--- config.mk ---
export PLATFORM = sky130hd
export DESIGN_NAME = aqef_top
export DESIGN_NICKNAME = d
export VERILOG_FILES = /design/src/core/aqef_pkg.sv /design/src/core/aqef_top.sv /design/src/core/aqef_event_decode.sv /design/src/core/aqef_flag_cell.sv
export SDC_FILE = /design/constraint.sdc
export NUM_CORES = 1
export LEC_CHECK = 0
export BUFFER_PORTS_ARGS = -buffer_cell sky130_fd_sc_hd__buf_2
export CAP_MARGIN = 40
export CORE_UTILIZATION = 43
export DETAILED_ROUTE_END_ITERATION = 10
export HOLD_SLACK_MARGIN = 0.15
export PLACE_DENSITY = 0.85
export SETUP_SLACK_MARGIN = 0.4
export SYNTH_ARGS = -nofsm -noshare
export SYNTH_HDL_FRONTEND = slang
export SYNTH_SLANG_ARGS = --single-unit
--- constraint.sdc ---
create_clock -name pclk -period 2.25 [get_ports pclk]
set_clock_uncertainty 0.15 [all_clocks]
set_input_delay 0.225 -clock pclk [delete_from_list [all_inputs] [get_ports pclk]]
set_output_delay 0.225 -clock pclk [all_outputs]
set_load 0.005 [all_outputs]
--- src/core/aqef_pkg.sv ---
// Package of register map, field layout and reset values for the queue event flags block
package aqef_pkg;
   // ************************************************************
   // Register offsets (byte addresses)
   // ************************************************************
   localparam logic [11:0] STATUS_OFFSET = 12'h000;
   localparam logic [11:0] ENABLE_OFFSET = 12'h004;
   localparam logic [11:0] EVENT_OFFSET = 12'h008;
   localparam int ADDR_WIDTH = 12;
   localparam int DATA_WIDTH = 32;
   localparam int NUM_FLAGS = 4;

   // ************************************************************
   // Field positions, shared by status, enable and event vectors
   // ************************************************************
   localparam int Q1_COMPLETE_BIT = 0;
   localparam int Q1_PAUSE_BIT = 1;
   localparam int Q2_COMPLETE_BIT = 2;
   localparam int Q2_PAUSE_BIT = 3;

   // ************************************************************
   // Reset values
   // ************************************************************
   localparam logic [3:0] FLAGS_RESET = 4'h0;
   localparam logic [3:0] ENABLE_RESET = 4'h0;
   localparam logic [31:0] READ_ZERO = 32'h0000_0000;
endpackage : aqef_pkg

--- src/core/aqef_top.sv ---
// Queue completion and pause flags with enables and four interrupt request outputs
//
// Contract
// - Four request outputs, no internal priority.
// - Last-word result sets that queue's completion flag.
// - Pause-bit result sets owning queue's pause flag.
// - Each flag has its own enable bit.
// - Set flag with enable raises its request.
// - Disabled flags still set and readable.
// - Request holds until software clears flag or its enable bit.
// - Read first, then write zero to clear.
// - Event between read and write keeps flag.
// - Each source on its own output line.
`timescale 1ns/100ps
module aqef_top (
   input wire logic pclk,
   input wire logic presetn,
   input wire logic psel,
   input wire logic penable,
   input wire logic pwrite,
   input wire logic [11:0] paddr,
   input wire logic [31:0] pwdata,
   output logic [31:0] prdata,
   output logic pready,
   output logic pslverr,
   input wire logic result_written,
   input wire logic result_queue2,
   input wire logic result_last_ccw,
   input wire logic result_pause_bit,
   output logic queue1_complete_irq,
   output logic queue1_pause_irq,
   output logic queue2_complete_irq,
   output logic queue2_pause_irq
);
   // ************************************************************
   // Bus decode
   // ************************************************************
   logic access;
   logic hit_status;
   logic hit_enable;
   logic hit_event;
   logic status_read;
   logic status_write;
   logic enable_write;
   logic [3:0] set_strobe;
   logic [3:0] flags;
   logic [3:0] irqs;
   logic [3:0] irq_en_q;
   logic [3:0] irq_en_d;
   logic [31:0] prdata_q;
   logic [31:0] prdata_d;
   logic pslverr_q;
   logic pslverr_d;

   function automatic logic addr_is(input logic [11:0] a, input logic [11:0] off);
      addr_is = (a == off);
   endfunction : addr_is

   assign access = psel && penable;
   always_comb begin
      hit_status = 1'b0;
      hit_enable = 1'b0;
      hit_event = 1'b0;
      if (addr_is(paddr, aqef_pkg::STATUS_OFFSET)) begin
         hit_status = 1'b1;
      end else if (addr_is(paddr, aqef_pkg::ENABLE_OFFSET)) begin
         hit_enable = 1'b1;
      end else if (addr_is(paddr, aqef_pkg::EVENT_OFFSET)) begin
         hit_event = 1'b1;
      end
   end

   // Zero-wait slave: every access completes in its first access cycle
   assign pready = 1'b1;
   // Arm in the setup cycle, the edge at which the read data is captured:
   // arming later would let a flag set in between be cleared unseen
   assign status_read = psel && !penable && !pwrite && hit_status;
   assign status_write = access && pwrite && hit_status;
   assign enable_write = access && pwrite && hit_enable;

   // ************************************************************
   // Enables and read data
   // ************************************************************
   always_comb begin
      irq_en_d = irq_en_q;
      if (enable_write) begin
         irq_en_d = pwdata[3:0];
      end
      prdata_d = prdata_q;
      pslverr_d = 1'b0;
      if (psel && !penable) begin
         prdata_d = aqef_pkg::READ_ZERO;
         if (!pwrite && hit_status) begin
            prdata_d[3:0] = flags;
         end else if (!pwrite && hit_enable) begin
            prdata_d[3:0] = irq_en_q;
         end
         // Event view is write-only; unmapped addresses are refused
         pslverr_d = !(hit_status || hit_enable || (hit_event && pwrite));
      end
   end

   always_ff @(posedge pclk or negedge presetn) begin
      if (!presetn) begin
         irq_en_q <= aqef_pkg::ENABLE_RESET;
         prdata_q <= aqef_pkg::READ_ZERO;
         pslverr_q <= 1'b0;
      end else begin
         irq_en_q <= irq_en_d;
         prdata_q <= prdata_d;
         pslverr_q <= pslverr_d;
      end
   end

   assign prdata = prdata_q;
   assign pslverr = pslverr_q && access;

   // ************************************************************
   // Events and flag cells
   // ************************************************************
   aqef_event_decode u_decode (
      .result_written(result_written),
      .result_queue2(result_queue2),
      .result_last_ccw(result_last_ccw),
      .result_pause_bit(result_pause_bit),
      .set_strobe(set_strobe)
   );

   // Independent cells: no arbitration between the four sources
   for (genvar i = 0; i < aqef_pkg::NUM_FLAGS; i++) begin : g_flag
      aqef_flag_cell u_cell (
         .pclk(pclk),
         .presetn(presetn),
         .set_event(set_strobe[i]),
         .status_read(status_read),
         .clear_write(status_write),
         .write_bit(pwdata[i]),
         .irq_en(irq_en_q[i]),
         .flag(flags[i]),
         .irq(irqs[i])
      );
   end

   assign queue1_complete_irq = irqs[aqef_pkg::Q1_COMPLETE_BIT];
   assign queue1_pause_irq = irqs[aqef_pkg::Q1_PAUSE_BIT];
   assign queue2_complete_irq = irqs[aqef_pkg::Q2_COMPLETE_BIT];
   assign queue2_pause_irq = irqs[aqef_pkg::Q2_PAUSE_BIT];
endmodule : aqef_top

--- src/core/aqef_event_decode.sv ---
// Maps result-written events of the sequencer onto the four flag set strobes
`timescale 1ns/100ps
module aqef_event_decode (
   input wire logic result_written,
   input wire logic result_queue2,
   input wire logic result_last_ccw,
   input wire logic result_pause_bit,
   output logic [3:0] set_strobe
);
   always_comb begin
      set_strobe = 4'h0;
      if (result_written) begin
         if (result_queue2) begin
            set_strobe[aqef_pkg::Q2_COMPLETE_BIT] = result_last_ccw;
            set_strobe[aqef_pkg::Q2_PAUSE_BIT] = result_pause_bit;
         end else begin
            set_strobe[aqef_pkg::Q1_COMPLETE_BIT] = result_last_ccw;
            set_strobe[aqef_pkg::Q1_PAUSE_BIT] = result_pause_bit;
         end
      end
   end
endmodule : aqef_event_decode

--- src/core/aqef_flag_cell.sv ---
// One sticky event flag with a read-armed clear and its own request output
`timescale 1ns/100ps
module aqef_flag_cell (
   input wire logic pclk,
   input wire logic presetn,
   input wire logic set_event,
   input wire logic status_read,
   input wire logic clear_write,
   input wire logic write_bit,
   input wire logic irq_en,
   output logic flag,
   output logic irq
);
   logic flag_q;
   logic flag_d;
   logic armed_q;
   logic armed_d;
   logic irq_q;
   logic irq_d;

   always_comb begin
      armed_d = armed_q;
      flag_d = flag_q;
      // Arm only when software has seen the flag set
      if (status_read) begin
         armed_d = flag_q;
      end
      if (clear_write) begin
         if (!write_bit && armed_q) begin
            flag_d = 1'b0;
         end
         armed_d = 1'b0;
      end
      // Set wins over clear, also inside the read-to-write gap
      if (set_event) begin
         flag_d = 1'b1;
         armed_d = 1'b0;
      end
      irq_d = flag_d && irq_en;
   end

   always_ff @(posedge pclk or negedge presetn) begin
      if (!presetn) begin
         flag_q <= 1'b0;
         armed_q <= 1'b0;
         irq_q <= 1'b0;
      end else begin
         flag_q <= flag_d;
         armed_q <= armed_d;
         irq_q <= irq_d;
      end
   end

   assign flag = flag_q;
   assign irq = irq_q;
endmodule : aqef_flag_cell

# After elaboration in Yosys (flattened, before gate mapping)

Index checks and enable logic that the tools add are counted.

Eq/ne operators: 2
Mux-type cells: 36
Reductions and logical operators: 33

Operators by type and width:

| kind                                                                    | count |
|---|---|
| 1-bit two-way mux                                                       | 31 |
| 1-bit logical AND                                                       | 19 |
| 12-bit by 3-bit equality test with 1-bit output (second input constant) | 1 |
| 12-bit by 4-bit equality test with 1-bit output (second input constant) | 1 |
| 12-bit logical NOT                                                      | 1 |
| 4-bit two-way mux                                                       | 3 |
| 3-bit nonzero test                                                      | 4 |
| 1-bit logical NOT                                                       | 7 |
| 2-bit two-way mux                                                       | 2 |
| 1-bit logical OR                                                        | 2 |

Flip-flop bits (word level): 21
Bits of input ports: 53

# Depth between registers and ports, before layout

Depth in word-level cells: 8
Gate-level depth with buffers: 5
Mapped depth without buffers: 4

# Modules after synthesis

Synthesis repeated with hierarchy kept, for this count alone.

Cell total of the unflattened synthesis: 114
Area total of the unflattened synthesis: 1283.7 µm²

Modules (own cells, without submodules):

| module            | instances | cells each | area an instance (µm²) |
|---|---|---|---|
| aqef_top          | 1         | 74         | 730.7 |
| aqef_flag_cell    | 4         | 9          | 130.1 |
| aqef_event_decode | 1         | 4          | 32.5 |

# Least setup slack after synthesis

OpenSTA, ideal clock, no wires.

Path type: input-to-reg
Start point: input paddr[2]
End point: register g_flag[1].u_cell.armed_q
Library setup time: 0.124 ns
Arrival time: 1.222 ns
Path slack: 0.753 ns
Stages: 5
Buffers on the path: 1
Cells stage by stage: clkbuf_1 nor4b_1 nand4_1 mux2i_1 nor3_1

Cells in the longest elaborated chain, start to end: 5
Elaborated cells on any way between the ends: 7
Classes of those cells: mux: 3; reduce/logical: 4

Ends and longest elaborated chain:

| what                   | line                 | RTL |
|---|---|---|
| start: declaration     | aqef_top.sv:21       | `input wire logic [11:0] paddr,` |
| 12-bit logical NOT *   | aqef_top.sv:56       | `addr_is = (a == off);` |
| 1-bit two-way mux *    | aqef_top.sv:64       | `if (addr_is(paddr, aqef_pkg::STATUS_OFFSET)) begin` |
| 1-bit logical AND      | aqef_top.sv:78       | `assign status_write = access && pwrite && hit_status;` |
| 1-bit two-way mux      | aqef_flag_cell.sv:28 | `if (clear_write) begin` |
| 1-bit two-way mux      | aqef_flag_cell.sv:35 | `if (set_event) begin` |
| end signal: assignment | aqef_flag_cell.sv:49 | `armed_q <= armed_d;` |
| end: declaration       | aqef_flag_cell.sv:16 | `logic armed_q;` |

Every way passes the cells marked *; elsewhere a longest branch is shown, timed or not.
A chain may end at the register's enable or synchronous reset.

# Worst setup path in the final report

Start point: input paddr[3]
End point: register irq_en_q[0]

Cells in the longest elaborated chain, start to end: 4
Elaborated cells on any way between the ends: 5
Classes of those cells: eq/ne: 1; mux: 2; reduce/logical: 2

Ends and longest elaborated chain:

| what                                            | line            | RTL |
|---|---|---|
| 12-bit by 3-bit equality test with 1-bit output | aqef_top.sv:56  |  |
| 1-bit two-way mux                               | aqef_top.sv:66  | `end else if (addr_is(paddr, aqef_pkg::ENABLE_OFFSET)) begin` |
| 1-bit two-way mux *                             | aqef_top.sv:64  |  |
| 1-bit logical AND *                             | aqef_top.sv:79  | `assign enable_write = access && pwrite && hit_enable;` |
| end signal: assignment                          | aqef_top.sv:105 | `irq_en_q <= aqef_pkg::ENABLE_RESET;` |
| end signal: assignment                          | aqef_top.sv:109 | `irq_en_q <= irq_en_d;` |
| end: declaration                                | aqef_top.sv:48  | `logic [3:0] irq_en_q;` |

Marks and branches as above.

==> flow_summary.yaml <==
floorplan:
  die_h_um: 55.6
  rows: 19
  die_area_mm2: 0.00309
  die_w_um: 55.6
  initial_core_util_pct: 45.2
  num_io_pins: 91
  core-area_mm2: 0.00273
run:
  cap_viol_max_count: 0
power:
  leakagePower_nw: 0.830
  power_density_mw_per_mm2: 422
  ir_worst_vdd_v: 0.000313
yosys:
  synthDistinctLibCells: 25
  yosys_register_bits: 21
  synth_cells: 124
  synth_area_per_cell_um2: 9.97
  yosys_warnings: 0
  netlist_area_mm2: 0.00124
  synth-seq-area-share_pct: 42.5
routing:
  wl_um: 2390
  viasPerCell: 4.80
  drt_iter0_drc: 21
  wl_per_cell_um: 11.5
  drt_pass1_iterations: 7
  ant_nets: 0
  vias: 999
  route.detailed.drc: 0
cts:
  numCtsBuffers: 3
  htree_levels: 1
  cts-root-buf: "clkbuf_4"
  cts_tree: "done"
  clockBufferDepth: 2
  clock_sinks: 21
  clk_pin_slew_ns: 0.11
  clk_latency_ns: 0.29
final_layout:
  drive_gt1_share_pct: 27.1
  design_area_mm2: 0.00154
  nets: 231
  antenna_cells: 0
  syn_to_final_growth_pct: 24.4
  nFillCells: 248
setup_path:
  rr_startpoint: "g_flag[0].u_cell.armed_q"
  endpoint_kind: "flip-flop"
  crit_required_ns: 2.29
  crit_fanout: 4
  critPathKind: "in2reg"
  crit_start: "paddr[3]"
  cp-start-kind: "input port"
  crit_arrival_ns: 1.88
placement:
  gp_congestion: 0.813
  dp_slack_ns: 0.495
  dp_hpwl_um: 1790
  io_buffers: 33
  place_area_mm2: 0.00133
timing:
  final.setup.tns_ns: 0
  setup_viol: 0
  finalWorstSetupSlack_ns: 0.407
  rsz0062_at_grt: "true"
  finalMaxSlewViolations: 0
  max_freq_mhz: 543
  period_needed_ns: 1.84
  timing.final.crit_share_pct: 81.9
  finalHoldViolations: 0
hold_path:
  min-delay-start: "psel"
  hold_class: "in2reg"
grt:
  grt_pass1_wl_um: 3980
  grt_pass1_vias: 904
  overflow: 0
  grt_usage_pct: 16.3
  grt_max_degree: 22
  antenna_found_initial: 0
run_status:
  outcome: "completed"
## flip-flops by register name, summed over array words and instances (netlist names)
name and flops:
pslverr_q 1, g_flag.u_cell.irq 4, prdata 4, g_flag.u_cell.flag 4, g_flag.u_cell.armed_q 4, irq_en_q 4
## cell families (layout without fill, tap and decap cells)
family          after synthesis  count (layout)  share of synthesized area (%)
simple gates                 39              39                           19.7
mux                          12              12                           10.1
other cells                   2              29                          0.608
flops                        21              21                           42.5
compound gates               18              18                           8.40
buf+inv                      32              58                           18.6
## cell usage after synthesis (all sizes together)
cell | count | area share [%]
buf | 30 | 18
dfrtp | 21 | 43
o21ai | 9 | 3.6
a31oi | 8 | 4.0
mux2i | 8 | 6.5
nand2 | 7 | 2.1
nor2b | 6 | 3.0
nor2 | 5 | 1.5
nor3 | 5 | 2.0
and3 | 4 | 2.0
mux2 | 4 | 3.6
nand3 | 3 | 1.2
and2 | 2 | 1.0
conb | 2 | 0.61
nor4 | 2 | 3.4
a41oi | 1 | 0.71
and4 | 1 | 0.71
clkbuf | 1 | 0.30
inv | 1 | 0.30
nand2b | 1 | 0.51
nand4 | 1 | 0.51
nor4b | 1 | 0.71
or4 | 1 | 0.91
## layout by cell type, fill, tap and decap left out
master / n
nor2_1: 5
nor4b_1: 1
dlymetal6s4s_1: 1
nand2b_1: 1
buf_2: 33
clkbuf_1: 1
o21ai_2: 1
mux2i_1: 8
a41oi_1: 1
conb_1: 29
and2_1: 2
nand4_1: 1
mux2_2: 4
dlygate4sd3_1: 15
clkbuf_4: 3
buf_4: 4
or4_4: 1
and4_1: 1
nor4_4: 2
nor2b_1: 6
nor3_1: 5
nand2_1: 7
and3_1: 4
dfrtp_1: 21
o21ai_0: 5
nand3_1: 3
o21ai_1: 3
a31oi_1: 8
inv_1: 1
## per-stage QoR
stage          cells  total power (W)  util [%]  hold WS [ns]
6_report         208         0.000649      56.2         0.185
4_1_cts          206         0.000653      55.5         0.181
2_1_floorplan    151         0.000454         -        -0.221
3_5_place_dp     186         0.000459      48.6        0.0518
3_3_place_gp     186         0.000457      48.6        0.0511
5_1_grt          208         0.000689      56.2         0.206
## layout make-up
class | count | area, um2 | share of cell area (%)
multi-input cells | 98 | 586 | 38.1
repair buffers | 53 | 358 | 23.3
clock buffers | 4 | 26.3 | 1.71
well taps | 31 | 38.8 | 2.52
inverters | 1 | 3.75 | 0.244
flip-flops and latches | 21 | 526 | 34.2
## per-layer routing
layer  track usage, %  routed length, um  vias to the layer above
met5                0                  0                        -
met1             21.3                994                      467
met3             2.56                147                        2
li1                 -                  -                      485
met4             4.29                 10                        0
met2             28.2               1240                       45
## power by group
part | switching (W) | leakage, nW | internal [W]
clock | 0.000107 | 0.0150 | 0.0000690
combinational | 0.0000504 | 0.544 | 0.0000434
sequential | 0.000000489 | 0.272 | 0.000379
total | 0.000158 | 0.830 | 0.000491
## path summary, 6_finish.rpt
check                      cells after the start               endpoint  slack (ns)
max reg2reg                                    2   g_flag[0].u_cell.irq        1.27
min                                            3              pslverr_q        0.19
max in group asynchronous                      2  g_flag[0].u_cell.flag        1.37
min reg2reg                                    2              prdata[1]        0.35
min in group asynchronous                      2              pslverr_q        0.26
max                                            6            irq_en_q[0]        0.41
## worst max-delay path, cell delays in order
cell,delay (ns)
dlygate4sd3_1,0.53
buf_2,0.14
nor3_1,0.25
and4_1,0.25
nand2_1,0.17
mux2_2,0.31
## repair_timing
item / CTS / global route
setup buffers: 0 / 2
hold buffers: 16 / 0
endpoints found under the hold margin: 40 / 0
gates resized for setup: 0 / 2
endpoints found under the setup margin: 0 / 10
No activity file was read; power rests on OpenSTA's default activity.
